File: src/inc/dmacc_defines.svh
// offsets, field codes, reset values and limits of the dma channel control block
// assumes it is included by bare name from the package and the design files
`ifndef DMACC_DEFINES_SVH
`define DMACC_DEFINES_SVH

// apb address width and register offsets (byte addresses)
`define DMACC_ADDR_W 12
`define DMACC_CTRL_BASE 12'h000
`define DMACC_LEN_BASE 12'h020
`define DMACC_STATUS_OFF 12'h040
`define DMACC_MASK_OFF 12'h044
`define DMACC_BANK_MASK 12'hfe0
`define DMACC_IDX_MSB 4
`define DMACC_IDX_LSB 2

// control register width and reset value
`define DMACC_CTRL_W 24
`define DMACC_CTRL_RST 24'h000000

// transfer mode codes
`define DMACC_MODE_REQ_BLOCK 3'h0
`define DMACC_MODE_REQ_WORD 3'h1
`define DMACC_MODE_REQ_LINE 3'h2
`define DMACC_MODE_EN_BLOCK 3'h3
`define DMACC_MODE_REQ_BLOCK_KEEP 3'h4
`define DMACC_MODE_REQ_WORD_KEEP 3'h5

// status layout and limits
`define DMACC_ACTIVE_LSB 8
`define DMACC_MAX_CH 8
`define DMACC_MAX_CNT_W 24

`endif

File: src/inc/dmacc_pkg.sv
// types shared by the dma channel control block
// assumes dmacc_defines.svh is on the include path
`include "dmacc_defines.svh"

package dmacc_pkg;

    // one channel control word, bit 23 at the top
    typedef struct packed {
        logic channel_enable;            // bit 23
        logic channel_irq_enable;        // bit 22
        logic [2:0] transfer_mode_sel;   // bits 21..19
        logic channel_priority_hi;       // bit 18
        logic channel_priority_lo;       // bit 17
        logic continuous_mode;           // bit 16
        logic [4:0] request_source_sel;  // bits 15..11
        logic [10:0] low_bits;           // bits 10..0, stored only
    } dmacc_ctrl_t;

    // transfer modes
    typedef enum logic [2:0] {
        DMACC_REQ_BLOCK = `DMACC_MODE_REQ_BLOCK,
        DMACC_REQ_WORD = `DMACC_MODE_REQ_WORD,
        DMACC_REQ_LINE = `DMACC_MODE_REQ_LINE,
        DMACC_EN_BLOCK = `DMACC_MODE_EN_BLOCK,
        DMACC_REQ_BLOCK_KEEP = `DMACC_MODE_REQ_BLOCK_KEEP,
        DMACC_REQ_WORD_KEEP = `DMACC_MODE_REQ_WORD_KEEP
    } dmacc_mode_t;

    // channel states, gray along idle-armed-run-done
    typedef enum logic [1:0] {
        DMACC_ST_IDLE = 2'h0,
        DMACC_ST_ARMED = 2'h1,
        DMACC_ST_RUN = 2'h3,
        DMACC_ST_DONE = 2'h2
    } dmacc_state_t;

    // register decode result
    typedef enum logic [2:0] {
        DMACC_K_NONE = 3'h0,
        DMACC_K_CTRL = 3'h1,
        DMACC_K_LEN = 3'h2,
        DMACC_K_STATUS = 3'h3,
        DMACC_K_MASK = 3'h4
    } dmacc_kind_t;

    typedef struct packed {
        dmacc_kind_t kind;
        logic [2:0] idx;
    } dmacc_dec_t;

endpackage

File: src/rtl/dmacc_sync.sv
// three-flop synchroniser with agreement filter for asynchronous request pins
// assumes pins may change at any time relative to pclk
module dmacc_sync #(
    parameter int W = 6
) (
    input wire logic pclk,
    input wire logic presetn,
    input wire logic [W-1:0] pin,
    output logic [W-1:0] level
);

    // at least one request pin
    if (W < 1) begin : g_bad_w
        $error("dmacc_sync: W must be at least one");
    end

    logic [W-1:0] ff1;      // first stage, read by ff2 only
    logic [W-1:0] ff2;      // second stage
    logic [W-1:0] ff3;      // third stage
    logic [W-1:0] next_level;

    // level follows only where second and third stages agree
    always_comb begin
        next_level = (ff2 & ff3) | (level & (ff2 | ff3));
    end

    // register stages
    always_ff @(posedge pclk or negedge presetn) begin
        if (!presetn) begin
            ff1 <= '0;
            ff2 <= '0;
            ff3 <= '0;
            level <= '0;
        end else begin
            ff1 <= pin;
            ff2 <= ff1;
            ff3 <= ff2;
            level <= next_level;
        end
    end

endmodule // dmacc_sync

File: src/rtl/dmacc_channel.sv
// transfer sequencer for one dma channel
// assumes ctrl and len come from registers on pclk and word_done is a pclk pulse
`include "dmacc_defines.svh"

module dmacc_channel #(
    parameter int CNT_W = 24,
    parameter int LINE_WORDS = 4
) (
    input wire logic pclk,
    input wire logic presetn,
    input wire dmacc_pkg::dmacc_ctrl_t ctrl,
    input wire logic [CNT_W-1:0] len,
    input wire logic req,
    input wire logic word_done,
    output logic word_req,
    output logic req_ack,
    output logic hw_en_clr,
    output logic block_evt,
    output logic abort_evt,
    output logic active
);

    // a counter and a line need at least one bit and one word
    if (CNT_W < 1 || LINE_WORDS < 1) begin : g_bad_param
        $error("dmacc_channel: CNT_W and LINE_WORDS must be at least one");
    end

    localparam int LW_W = $clog2(LINE_WORDS + 1);
    localparam logic [CNT_W-1:0] CNT_ONE = CNT_W'(1);
    localparam logic [LW_W-1:0] LINE_ONE = LW_W'(1);
    localparam logic [LW_W-1:0] LINE_LOAD = LW_W'(LINE_WORDS);

    dmacc_pkg::dmacc_state_t state, next_state;   // sequencer state
    dmacc_pkg::dmacc_mode_t mode_q, next_mode;    // mode latched at arm
    logic [CNT_W-1:0] cnt, next_cnt;              // words left in block
    logic [LW_W-1:0] line_cnt, next_line_cnt;     // words left in line
    logic last_word;                              // block ends with this word

    // next state and events
    always_comb begin
        next_state = state;
        next_mode = mode_q;
        next_cnt = cnt;
        next_line_cnt = line_cnt;
        req_ack = 1'b0;
        hw_en_clr = 1'b0;
        block_evt = 1'b0;
        abort_evt = 1'b0;
        last_word = (cnt <= CNT_ONE);
        case (state)
            dmacc_pkg::DMACC_ST_IDLE: begin
                // enable bit arms or starts the channel
                if (ctrl.channel_enable) begin
                    next_mode = dmacc_pkg::dmacc_mode_t'(ctrl.transfer_mode_sel);
                    next_cnt = len;
                    next_line_cnt = LINE_LOAD;
                    case (ctrl.transfer_mode_sel)
                        `DMACC_MODE_EN_BLOCK: next_state = dmacc_pkg::DMACC_ST_RUN;
                        `DMACC_MODE_REQ_BLOCK, `DMACC_MODE_REQ_WORD, `DMACC_MODE_REQ_LINE,
                        `DMACC_MODE_REQ_BLOCK_KEEP, `DMACC_MODE_REQ_WORD_KEEP:
                            next_state = dmacc_pkg::DMACC_ST_ARMED;
                        default: next_state = dmacc_pkg::DMACC_ST_IDLE; // reserved codes do nothing
                    endcase
                end
            end
            dmacc_pkg::DMACC_ST_ARMED: begin
                // wait for a peripheral request
                if (!ctrl.channel_enable) begin
                    next_state = dmacc_pkg::DMACC_ST_IDLE;
                end else if (req) begin
                    req_ack = 1'b1;
                    next_line_cnt = LINE_LOAD;
                    next_state = dmacc_pkg::DMACC_ST_RUN;
                end
            end
            dmacc_pkg::DMACC_ST_RUN: begin
                // one word in flight until the datapath reports it stored
                if (word_done) begin
                    next_cnt = last_word ? len : cnt - CNT_ONE; // reload at zero
                    next_line_cnt = line_cnt - LINE_ONE;
                    if (last_word && (mode_q != dmacc_pkg::DMACC_REQ_BLOCK_KEEP)
                            && (mode_q != dmacc_pkg::DMACC_REQ_WORD_KEEP)) begin
                        block_evt = 1'b1;
                    end
                    if (!ctrl.channel_enable) begin
                        // software stop: word stored, now halt
                        abort_evt = 1'b1;
                        next_state = dmacc_pkg::DMACC_ST_IDLE;
                    end else if (last_word) begin
                        case (mode_q)
                            dmacc_pkg::DMACC_REQ_BLOCK_KEEP,
                            dmacc_pkg::DMACC_REQ_WORD_KEEP: next_state = dmacc_pkg::DMACC_ST_ARMED;
                            default: begin
                                hw_en_clr = 1'b1;
                                next_state = dmacc_pkg::DMACC_ST_DONE;
                            end
                        endcase
                    end else begin
                        case (mode_q)
                            dmacc_pkg::DMACC_REQ_WORD,
                            dmacc_pkg::DMACC_REQ_WORD_KEEP: next_state = dmacc_pkg::DMACC_ST_ARMED;
                            dmacc_pkg::DMACC_REQ_LINE: begin
                                if (line_cnt <= LINE_ONE) begin
                                    next_state = dmacc_pkg::DMACC_ST_ARMED;
                                end
                            end
                            default: next_state = dmacc_pkg::DMACC_ST_RUN; // whole block
                        endcase
                    end
                end
            end
            dmacc_pkg::DMACC_ST_DONE: begin
                // enable is cleared now; requests ignored until rewritten
                next_state = dmacc_pkg::DMACC_ST_IDLE;
            end
            default: next_state = dmacc_pkg::DMACC_ST_IDLE;
        endcase
        word_req = (state == dmacc_pkg::DMACC_ST_RUN);
        active = (state == dmacc_pkg::DMACC_ST_RUN);
    end

    // register sequencer state
    always_ff @(posedge pclk or negedge presetn) begin
        if (!presetn) begin
            state <= dmacc_pkg::DMACC_ST_IDLE;
            mode_q <= dmacc_pkg::DMACC_REQ_BLOCK;
            cnt <= '0;
            line_cnt <= '0;
        end else begin
            state <= next_state;
            mode_q <= next_mode;
            cnt <= next_cnt;
            line_cnt <= next_line_cnt;
        end
    end

endmodule // dmacc_channel

File: src/rtl/dmacc_top.sv
// dma channel control: apb register file, request synchronisers, channel sequencers, interrupt
// assumes an apb master on pclk and a datapath that moves one word per word_req/word_done
//
// Implementation choices: the APB slave port and the placing of the registers.
`include "dmacc_defines.svh"

module dmacc_top #(
    parameter int NUM_CH = 6,
    parameter int CNT_W = 24,
    parameter int LINE_WORDS = 4
) (
    input wire logic pclk,
    input wire logic presetn,
    input wire logic [`DMACC_ADDR_W-1:0] paddr,
    input wire logic psel,
    input wire logic penable,
    input wire logic pwrite,
    input wire logic [31:0] pwdata,
    output logic [31:0] prdata,
    output logic pready,
    output logic pslverr,
    input wire logic [NUM_CH-1:0] periph_req,
    output logic [NUM_CH-1:0] req_ack,
    output logic [NUM_CH-1:0] word_req,
    input wire logic [NUM_CH-1:0] word_done,
    output logic irq
);


    ////////////////////////////////////////////////////////////////////////////
    // elaboration checks
    ////////////////////////////////////////////////////////////////////////////

    // channel index field and status layout limit the channel count
    if (NUM_CH < 1 || NUM_CH > `DMACC_MAX_CH) begin : g_bad_ch
        $error("dmacc_top: NUM_CH out of range");
    end
    // length register must fit the data bus below the reserved top
    if (CNT_W < 1 || CNT_W > `DMACC_MAX_CNT_W) begin : g_bad_cnt
        $error("dmacc_top: CNT_W out of range");
    end
    // a line holds at least one word
    if (LINE_WORDS < 1) begin : g_bad_line
        $error("dmacc_top: LINE_WORDS must be at least one");
    end

    ////////////////////////////////////////////////////////////////////////////
    // declarations
    ////////////////////////////////////////////////////////////////////////////

    dmacc_pkg::dmacc_ctrl_t ctrl [NUM_CH];       // channel control registers
    dmacc_pkg::dmacc_ctrl_t next_ctrl [NUM_CH];
    logic [CNT_W-1:0] len [NUM_CH];              // block length per channel
    logic [CNT_W-1:0] next_len [NUM_CH];
    logic [NUM_CH-1:0] status;                   // sticky interrupt flags
    logic [NUM_CH-1:0] next_status;
    logic [NUM_CH-1:0] mask;                     // interrupt mask
    logic [NUM_CH-1:0] next_mask;
    logic next_irq;
    logic [31:0] next_prdata;
    logic next_pslverr;

    logic [NUM_CH-1:0] req_sync;                 // filtered request levels
    logic [NUM_CH-1:0] hw_en_clr;                // hardware enable clear pulses
    logic [NUM_CH-1:0] block_evt;                // block end pulses
    logic [NUM_CH-1:0] abort_evt;                // software stop pulses
    logic [NUM_CH-1:0] active;                   // channel moving words

    dmacc_pkg::dmacc_dec_t dec;                  // decode of current address
    logic setup_ph;                              // apb setup cycle
    logic access_ph;                             // apb access cycle
    logic [31:0] rd_word;                        // read value for this address
    logic [NUM_CH-1:0] irq_evt;                  // events that set status

    ////////////////////////////////////////////////////////////////////////////
    // address decode
    ////////////////////////////////////////////////////////////////////////////

    // map a byte address to a register kind and channel index
    function automatic dmacc_pkg::dmacc_dec_t decode(input logic [`DMACC_ADDR_W-1:0] a);
        dmacc_pkg::dmacc_dec_t d;
        logic [2:0] ix;
        ix = a[`DMACC_IDX_MSB:`DMACC_IDX_LSB];
        d.kind = dmacc_pkg::DMACC_K_NONE;
        d.idx = ix;
        if (a[1:0] != 2'h0) begin
            d.kind = dmacc_pkg::DMACC_K_NONE;           // misaligned
        end else if ((a & `DMACC_BANK_MASK) == `DMACC_CTRL_BASE) begin
            if (32'(ix) < NUM_CH) begin
                d.kind = dmacc_pkg::DMACC_K_CTRL;
            end
        end else if ((a & `DMACC_BANK_MASK) == `DMACC_LEN_BASE) begin
            if (32'(ix) < NUM_CH) begin
                d.kind = dmacc_pkg::DMACC_K_LEN;
            end
        end else if (a == `DMACC_STATUS_OFF) begin
            d.kind = dmacc_pkg::DMACC_K_STATUS;
        end else if (a == `DMACC_MASK_OFF) begin
            d.kind = dmacc_pkg::DMACC_K_MASK;
        end
        return d;
    endfunction

    // true for a write access to the given kind and channel
    function automatic logic wr_hit(input dmacc_pkg::dmacc_dec_t d, input dmacc_pkg::dmacc_kind_t k,
                                    input int unsigned ch, input logic acc, input logic wr);
        return acc && wr && (d.kind == k) && (32'(d.idx) == ch);
    endfunction

    ////////////////////////////////////////////////////////////////////////////
    // request synchronisers and channel sequencers
    ////////////////////////////////////////////////////////////////////////////

    // asynchronous request pins to pclk
    dmacc_sync #(
        .W(NUM_CH)
    ) u_req_sync (
        .pclk(pclk),
        .presetn(presetn),
        .pin(periph_req),
        .level(req_sync)
    );

    // one sequencer per channel, each on its own register
    for (genvar g = 0; g < NUM_CH; g++) begin : g_ch
        dmacc_channel #(
            .CNT_W(CNT_W),
            .LINE_WORDS(LINE_WORDS)
        ) u_chan (
            .pclk(pclk),
            .presetn(presetn),
            .ctrl(ctrl[g]),
            .len(len[g]),
            .req(req_sync[g]),
            .word_done(word_done[g]),
            .word_req(word_req[g]),
            .req_ack(req_ack[g]),
            .hw_en_clr(hw_en_clr[g]),
            .block_evt(block_evt[g]),
            .abort_evt(abort_evt[g]),
            .active(active[g])
        );
    end

    ////////////////////////////////////////////////////////////////////////////
    // apb slave: decode, read mux, response
    ////////////////////////////////////////////////////////////////////////////

    // phases and read value; read data is captured in setup, answered in access
    always_comb begin
        setup_ph = psel && !penable;
        access_ph = psel && penable;
        dec = decode(paddr);
        rd_word = 32'h0000_0000;
        case (dec.kind)
            dmacc_pkg::DMACC_K_CTRL: rd_word = {8'h00, ctrl[dec.idx]};
            dmacc_pkg::DMACC_K_LEN: rd_word = 32'(len[dec.idx]);
            dmacc_pkg::DMACC_K_STATUS: begin
                rd_word[NUM_CH-1:0] = status;
                rd_word[`DMACC_ACTIVE_LSB +: NUM_CH] = active;
            end
            dmacc_pkg::DMACC_K_MASK: rd_word[NUM_CH-1:0] = mask;
            default: rd_word = 32'h0000_0000;                       // unmapped reads zero
        endcase
        next_prdata = setup_ph ? rd_word : prdata;
        next_pslverr = setup_ph ? (dec.kind == dmacc_pkg::DMACC_K_NONE) : pslverr;
        pready = access_ph;                                          // zero wait states
    end

    // register read data and error flag
    always_ff @(posedge pclk or negedge presetn) begin
        if (!presetn) begin
            prdata <= 32'h0000_0000;
            pslverr <= 1'b0;
        end else begin
            prdata <= next_prdata;
            pslverr <= next_pslverr;
        end
    end

    ////////////////////////////////////////////////////////////////////////////
    // control and length registers
    ////////////////////////////////////////////////////////////////////////////

    // software writes win over the hardware enable clear in the same cycle
    always_comb begin
        for (int i = 0; i < NUM_CH; i++) begin
            next_ctrl[i] = ctrl[i];
            next_len[i] = len[i];
            if (wr_hit(dec, dmacc_pkg::DMACC_K_CTRL, i, access_ph, pwrite)) begin
                next_ctrl[i] = dmacc_pkg::dmacc_ctrl_t'(pwdata[`DMACC_CTRL_W-1:0]);
            end else if (hw_en_clr[i]) begin
                next_ctrl[i].channel_enable = 1'b0;
            end
            if (wr_hit(dec, dmacc_pkg::DMACC_K_LEN, i, access_ph, pwrite)) begin
                next_len[i] = pwdata[CNT_W-1:0];
            end
        end
    end

    // register control and length words
    always_ff @(posedge pclk or negedge presetn) begin
        if (!presetn) begin
            for (int i = 0; i < NUM_CH; i++) begin
                ctrl[i] <= dmacc_pkg::dmacc_ctrl_t'(`DMACC_CTRL_RST);
                len[i] <= '0;
            end
        end else begin
            for (int i = 0; i < NUM_CH; i++) begin
                ctrl[i] <= next_ctrl[i];
                len[i] <= next_len[i];
            end
        end
    end

    ////////////////////////////////////////////////////////////////////////////
    // interrupt status, mask and output
    ////////////////////////////////////////////////////////////////////////////

    // events set flags only with irq enable; a status read clears what it returned
    always_comb begin
        for (int i = 0; i < NUM_CH; i++) begin
            irq_evt[i] = (block_evt[i] || abort_evt[i]) && ctrl[i].channel_irq_enable;
        end
        next_status = status;
        if (access_ph && !pwrite && dec.kind == dmacc_pkg::DMACC_K_STATUS) begin
            next_status = status & ~prdata[NUM_CH-1:0];
        end
        next_status = next_status | irq_evt;                         // set beats clear
        next_mask = mask;
        if (access_ph && pwrite && dec.kind == dmacc_pkg::DMACC_K_MASK) begin
            next_mask = pwdata[NUM_CH-1:0];
        end
        next_irq = |(next_status & next_mask);
    end

    // register flags, mask and interrupt line
    always_ff @(posedge pclk or negedge presetn) begin
        if (!presetn) begin
            status <= '0;
            mask <= '0;
            irq <= 1'b0;
        end else begin
            status <= next_status;
            mask <= next_mask;
            irq <= next_irq;
        end
    end

endmodule // dmacc_top

File: config.mk
export PLATFORM = sky130hd
export DESIGN_NAME = dmacc_top
export DESIGN_NICKNAME = d
export VERILOG_FILES = /design/src/inc/dmacc_pkg.sv /design/src/rtl/dmacc_sync.sv /design/src/rtl/dmacc_channel.sv /design/src/rtl/dmacc_top.sv
export VERILOG_INCLUDE_DIRS = /design/src /design/src/inc
export SDC_FILE = /design/constraint.sdc
export NUM_CORES = 1
export LEC_CHECK = 0
export BUFFER_PORTS_ARGS = -buffer_cell sky130_fd_sc_hd__buf_2
export CAP_MARGIN = 40
export CORE_ASPECT_RATIO = 1.25
export CORE_UTILIZATION = 65
export DETAILED_ROUTE_END_ITERATION = 16
export PLACE_DENSITY = 0.8
export SLEW_MARGIN = 20
export SYNTH_ARGS = -nofsm -noshare
export SYNTH_HDL_FRONTEND = slang
export SYNTH_SLANG_ARGS = --single-unit
File: constraint.sdc
create_clock -name pclk -period 4.2 [get_ports pclk]
set_input_delay 0.84 -clock pclk [delete_from_list [all_inputs] [get_ports pclk]]
set_output_delay 0.84 -clock pclk [all_outputs]
set_load 0.03 [all_outputs]
==> flow_summary.json, run 1 <==
{
  "yosysTopAreaCellShare_pct": 49.17,
  "drv_slew": 0,
  "h-tree-depth": 2,
  "maxCapViolCount": 0,
  "post-route-period-util_pct": 73.84,
  "hold_ws_ns": 0.3127,
  "grt_overflow": 0,
  "regToRegEndpoint": "irq",
  "gp_congestion": 0.9623,
  "timing.final.ws_setup_ns": 1.099,
  "critPathArrivalTime_ns": 3.64,
  "routedWlPerCell_um": 24.07,
  "clockBufferDepth": 3,
  "critical-path-max-stage-delay_ns": 0.65,
  "use_met2_pct": 59.53,
  "io_buffers": 91,
  "drive_above_1_share_pct": 23.53,
  "worstPathCellList": "or4_1, or4_1, a2111oi_2, o211ai_1, a21boi_0, or4b_1",
  "cts_tree": "yes",
  "finalSetupViolCount": 0,
  "r2r-start": "g_ch[3].u_chan.cnt[15]",
  "vias": 21810,
  "cp-start-kind": "flip-flop",
  "powerDensity_nw_per_um2": 408.4,
  "async_flop_share_pct": 100.0,
  "critPathMaxFanout": 8,
  "netlist_instances": 2633,
  "drcViolationCount": 0,
  "crit_start": "g_ch[3].u_chan.cnt[15]",
  "ir_drop_uv": 379.4,
  "worstRegToRegCells": 6,
  "wirelength_um": 78360,
  "area_growth_pct": 10.21,
  "grtUsageMet1_pct": 47.60,
  "clock_skew_ns": 0.02138,
  "critical_path.slowest_cell": "or4_1",
  "first_pass_iters": 5,
  "final.fill_count": 2855,
  "fmax_mhz": 322.4,
  "worst_path_most_repeated_cell": "or4_1",
  "post_cts_resized": 0,
  "grt_max_degree": 119,
  "cp_num_buf_inv": 0,
  "synth.top_cells.by_area": "dfrtp_1 49%, mux2_2 12%, o21ai_0 5.3%",
  "core_area_um2": 41940,
  "ys_ff_latch": 542,
  "syn_area_per_cell_um2": 10.48,
  "busiest_layer": "met2",
  "clk_latency_ns": 0.62,
  "synth-edff-count": 0,
  "finalNetCount": 2737,
  "required_ns": 4.74,
  "multi_input_area_um2": 12970,
  "path_depth": 6,
  "fin_tns_setup_ns": 0,
  "clk_pin_slew_ns": 0.06,
  "hp-class": "in -> async",
  "min_period_ns": 3.101,
  "cp-endpoint": "irq",
  "ios": 108,
  "cts_made_buffers": 53,
  "regArea_um2": 13560,
  "synth_cell_types": 77,
  "dieArea_um2": 43270,
  "dp_hpwl_um": 55650,
  "hold_buffers": 0,
  "yosys_warnings": 0,
  "synth_common_cells": "542 x dfrtp_1, 300 x mux2_2, 293 x o21ai_0, 216 x nand2_1, 167 x a21oi_1",
  "viasPerCell": 6.700,
  "worst_slew_pin_slew_ns": 1.002,
  "synth_top_area_cell": "dfrtp_1",
  "slew_headroom_pct": 33.20,
  "cpLargestDelayFamily": "simple AND/OR/NAND/NOR gates",
  "post-route-util_pct": 72.50,
  "start_util_pct": 65.78,
  "grt_use_met3_pct": 6.383,
  "syn_area_um2": 27590,
  "post-place-ws_ns": 0.7305,
  "die_h_um": 232.3,
  "synth-main-ff-cell": "dfrtp_1",
  "rsz0062_at_grt": "false",
  "hold_viol": 0,
  "ant_nets": 0,
  "antenna_found_initial": 2,
  "grtUsageTotal_pct": 37.71,
  "clock_sinks": 542,
  "power.total_mw": 12.42,
  "grt_pass1_vias": 21743,
  "status": "complete, no violations",
  "r2r_setup_slack_ns": 1.10,
  "grt_pass1_wl_um": 123100,
  "seq_area_frac_synth_pct": 49.17,
  "root_buffer": "clkbuf_16",
  "drt_iter0_drc": 2108,
  "cts_setup_buffers": 0,
  "critical_path.endpoint_type": "flip-flop",
  "synth.most_common_cell": "dfrtp_1",
  "crit_type": "reg -> reg",
  "rows": 84,
  "fp.dieW_um": 186.3,
  "leakage_nw": 13.82
}
## worst min path at each step
stage	from	end	cells after the start	slack [ns]
2_1_floorplan	u_req_sync.ff1[0]	u_req_sync.ff2[0]	0	0.33
4_1_cts	periph_req[4]	u_req_sync.ff1[4]	1	0.31
5_1_grt	periph_req[4]	u_req_sync.ff1[4]	1	0.32
3_5_place_dp	u_req_sync.ff1[0]	u_req_sync.ff2[0]	0	0.34
3_3_place_gp	u_req_sync.ff1[0]	u_req_sync.ff2[0]	0	0.33
6_report	presetn	ctrl[14]	1	0.31
## flip-flops by register name (all words and copies together), names as in the netlist, 6 cells and up
register and flops:
ctrl 144, g_ch.u_chan.cnt 144, len 144, prdata 24, g_ch.u_chan.line_cnt 18, g_ch.u_chan.mode_q 18, g_ch.u_chan.state 12, mask 6
status 6, u_req_sync.ff1 6, u_req_sync.ff2 6, u_req_sync.ff3 6, u_req_sync.level 6
## routing by layer
layer	up-vias	part of all wire, %
met2	921	47
met3	241	6.7
li1	9702	-
met1	10944	38
met4	2	7.7
met5	-	0.010
## final cells by class
class	count	share of cell area, %
Inverter	81	1.000
Clock inverter	23	1.037
Clock buffer	74	5.124
Sequential cell	542	44.61
Antenna cell	1	0.008231
Timing Repair Buffer	146	3.247
Tap cell	559	2.301
Multi-Input combinational cell	1829	42.67
## placed cells by master (no fill, tap or decap), drive strengths merged, types with 51 or more instances in the layout
| cell | instances |
|---|---|
| o21ai | 300 |
| inv | 82 |
| nor2 | 148 |
| clkbuf | 74 |
| mux2 | 300 |
| a21oi | 167 |
| mux2i | 51 |
| buf | 146 |
| dfrtp | 542 |
| nand2 | 217 |
| nor3 | 97 |
## kinds of logic (layout without fill, tap and decap cells)
kind of cell	count (synthesis)	count (layout)	share of synthesized area, %
AO/OA/AOI/OAI	701	701	15.27
AND/OR/NAND/NOR	689	689	12.06
flip-flops	542	542	49.17
multiplexers	399	399	18.02
buffers and inverters	269	324	4.118
adder cells (fa/ha/maj)	29	29	1.261
XOR/XNOR	3	3	0.09527
other	1	9	0.01359
## per-stage QoR
| stage | cells | cell area [um2] |
|---|---|---|
| after floorplan | 2640 | 27610 |
| after global placement | 3155 | 28490 |
| after detailed placement | 3157 | 28530 |
| after CTS | 3254 | 30400 |
| after global routing | 3254 | 30400 |
| final | 3255 | 30400 |
## where the power goes
| part | switching, mW | leakage, nW | internal, mW |
|---|---|---|---|
| clock network | 2.11 | 0.914 | 3.02 |
| logic | 1.07 | 5.67 | 0.494 |
| registers | 0.262 | 7.24 | 5.46 |
| total | 3.45 | 13.8 | 8.97 |
Note: power is estimated with default switching activity, not from simulation.
==> inputs of run 2 (changes only) <==
- CORE_UTILIZATION: 65 -> 62
- PLACE_DENSITY: 0.8 -> 0.77
- clock period: 4.2 -> 3.2 ns (I/O delays scaled with it)
==> run 2 against run 1 <==
Effect of this change: clock power is 31% higher; register-to-register slack lost 0.80 ns; final cell count grew 1.1%; flip-flop and latch count stayed put; largest cell class unchanged; highest routed layer is now met4.
==> flow_summary.json, run 2 (synthesized netlist as in run 1, its figures left out) <==
{
  "post-place-ws_ns": 0.2449,
  "routedWlPerCell_um": 24.02,
  "rsz0062_at_grt": "false",
  "antenna_cells": 0,
  "finalNonFillerCells": 3290,
  "post-route-util_pct": 69.62,
  "grt_max_degree": 84,
  "hold_ws_ns": 0.003898,
  "core_area_um2": 44010,
  "rows": 86,
  "hold_buffers": 0,
  "reg_top3": "ctrl (144), g_ch.u_chan.cnt (144), len (144)",
  "start_util_pct": 62.68,
  "dieArea_um2": 45350,
  "layout_common_cells": "542 x dfrtp_1, 300 x mux2_2, 292 x o21ai_0, 216 x nand2_1, 166 x a21oi_1",
  "vias": 21912,
  "grt_pass1_vias": 21492,
  "mostFrequentLayoutCell": "dfrtp_1",
  "dp_hpwl_um": 55850,
  "min_period_ns": 2.903,
  "ir_drop_uv": 633.5,
  "cp-start-kind": "flip-flop",
  "post-route-period-util_pct": 90.73,
  "maxCapViolCount": 0,
  "power.total_mw": 16.40,
  "wirelength_um": 79020,
  "first_pass_iters": 7,
  "slew_headroom_pct": 44.81,
  "critPathMaxFanout": 5,
  "fp.dieW_um": 190.7,
  "io_buffers": 91,
  "critPathArrivalTime_ns": 3.37,
  "status": "complete, no violations",
  "grt_overflow": 0,
  "clk_latency_ns": 0.61,
  "clock_sinks": 542,
  "antenna_found_initial": 0,
  "worst_slew_pin_slew_ns": 0.8258,
  "fin_tns_setup_ns": 0,
  "grt_pass1_wl_um": 123700,
  "die_h_um": 237.8,
  "leakage_nw": 13.94,
  "ant_nets": 0,
  "finalNetCount": 2757,
  "fin_area_um2": 30640,
  "crit_type": "reg -> reg",
  "clk_pin_slew_ns": 0.06,
  "root_buffer": "clkbuf_16",
  "post_cts_resized": 0,
  "area_growth_pct": 11.08,
  "hold_viol": 0,
  "powerDensity_nw_per_um2": 535.2,
  "clockBufferDepth": 3,
  "drcViolationCount": 0,
  "drv_slew": 0,
  "ios": 108,
  "timing.final.ws_setup_ns": 0.2967,
  "h-tree-depth": 2,
  "required_ns": 3.67,
  "cts_made_buffers": 54,
  "grtUsageTotal_pct": 35.79,
  "cts_tree": "yes",
  "drive_above_1_share_pct": 24.03,
  "viasPerCell": 6.660,
  "fmax_mhz": 344.4,
  "clock_skew_ns": 0.01527,
  "hp-class": "in -> async",
  "post_dp_cell_area_um2": 28780,
  "critical_path.endpoint_type": "flip-flop",
  "final.fill_count": 3176,
  "cts_setup_buffers": 0,
  "gp_congestion": 0.9263,
  "finalSetupViolCount": 0,
  "placedCellCount": 3189,
  "drt_iter0_drc": 1779
}
[run 2: changes by cell type in the layout (fill, tap and decap cells not counted), moves of 3 or more]
cell	change
clkinv_2	+6
clkbuf_1	+3
clkinv_4	-3
buf_12	+8
buf_4	+12
clkbuf_8	-5
[run 2: metal layers]
layer	vias to the layer above	part of all wire, %	global-route usage (%)
met5	-	0	0
met4	0	6.5	21.33
met3	216	6.4	4.633
met2	867	49	57.96
met1	11110	39	46.18
li1	9719	-	-
[run 2: report_power, final]
part	total, mW	switching [mW]	internal [mW]
sequential	7.50	0.338	7.16
clock	6.73	2.78	3.95
combinational	2.17	1.45	0.725
[run 2: final cells by class]
class / instances / area [um2] / area share (%)
flip-flops and latches: 542 / 13560 / 44.26
multi-input cells: 1829 / 12970 / 42.33
clock buffers: 72 / 1500 / 4.896
repair buffers: 165 / 1222 / 3.990
well taps: 572 / 715.7 / 2.336
clock inverters: 29 / 365.4 / 1.192
inverters: 81 / 304.0 / 0.9923
[run 2: final timing paths]
| check | cells after the start | to | from | slack, ns |
|---|---|---|---|---|
| setup / recovery | 7 | irq | g_ch[3].u_chan.cnt[0] | 0.30 |
| hold / removal | 1 | ctrl[39] | presetn | 0.004 |
| min in group pclk | 1 | u_req_sync.ff1[5] | periph_req[5] | 0.13 |
| max in group asynchronous | 2 | g_ch[1].u_chan.cnt[20] | presetn | 2.28 |
| hold reg to reg | 0 | u_req_sync.ff2[3] | u_req_sync.ff1[3] | 0.35 |
| setup reg to reg | 7 | irq | g_ch[3].u_chan.cnt[0] | 0.30 |
[run 2: worst max-delay path, cell delays in order (launching register included)]
cell       delay [ns]
dfrtp_1          0.40
inv_1            0.07
ha_1             0.24
o211ai_1         0.51
a2111oi_2        0.10
o211ai_1         0.64
a21boi_0         0.23
or4b_1           0.56
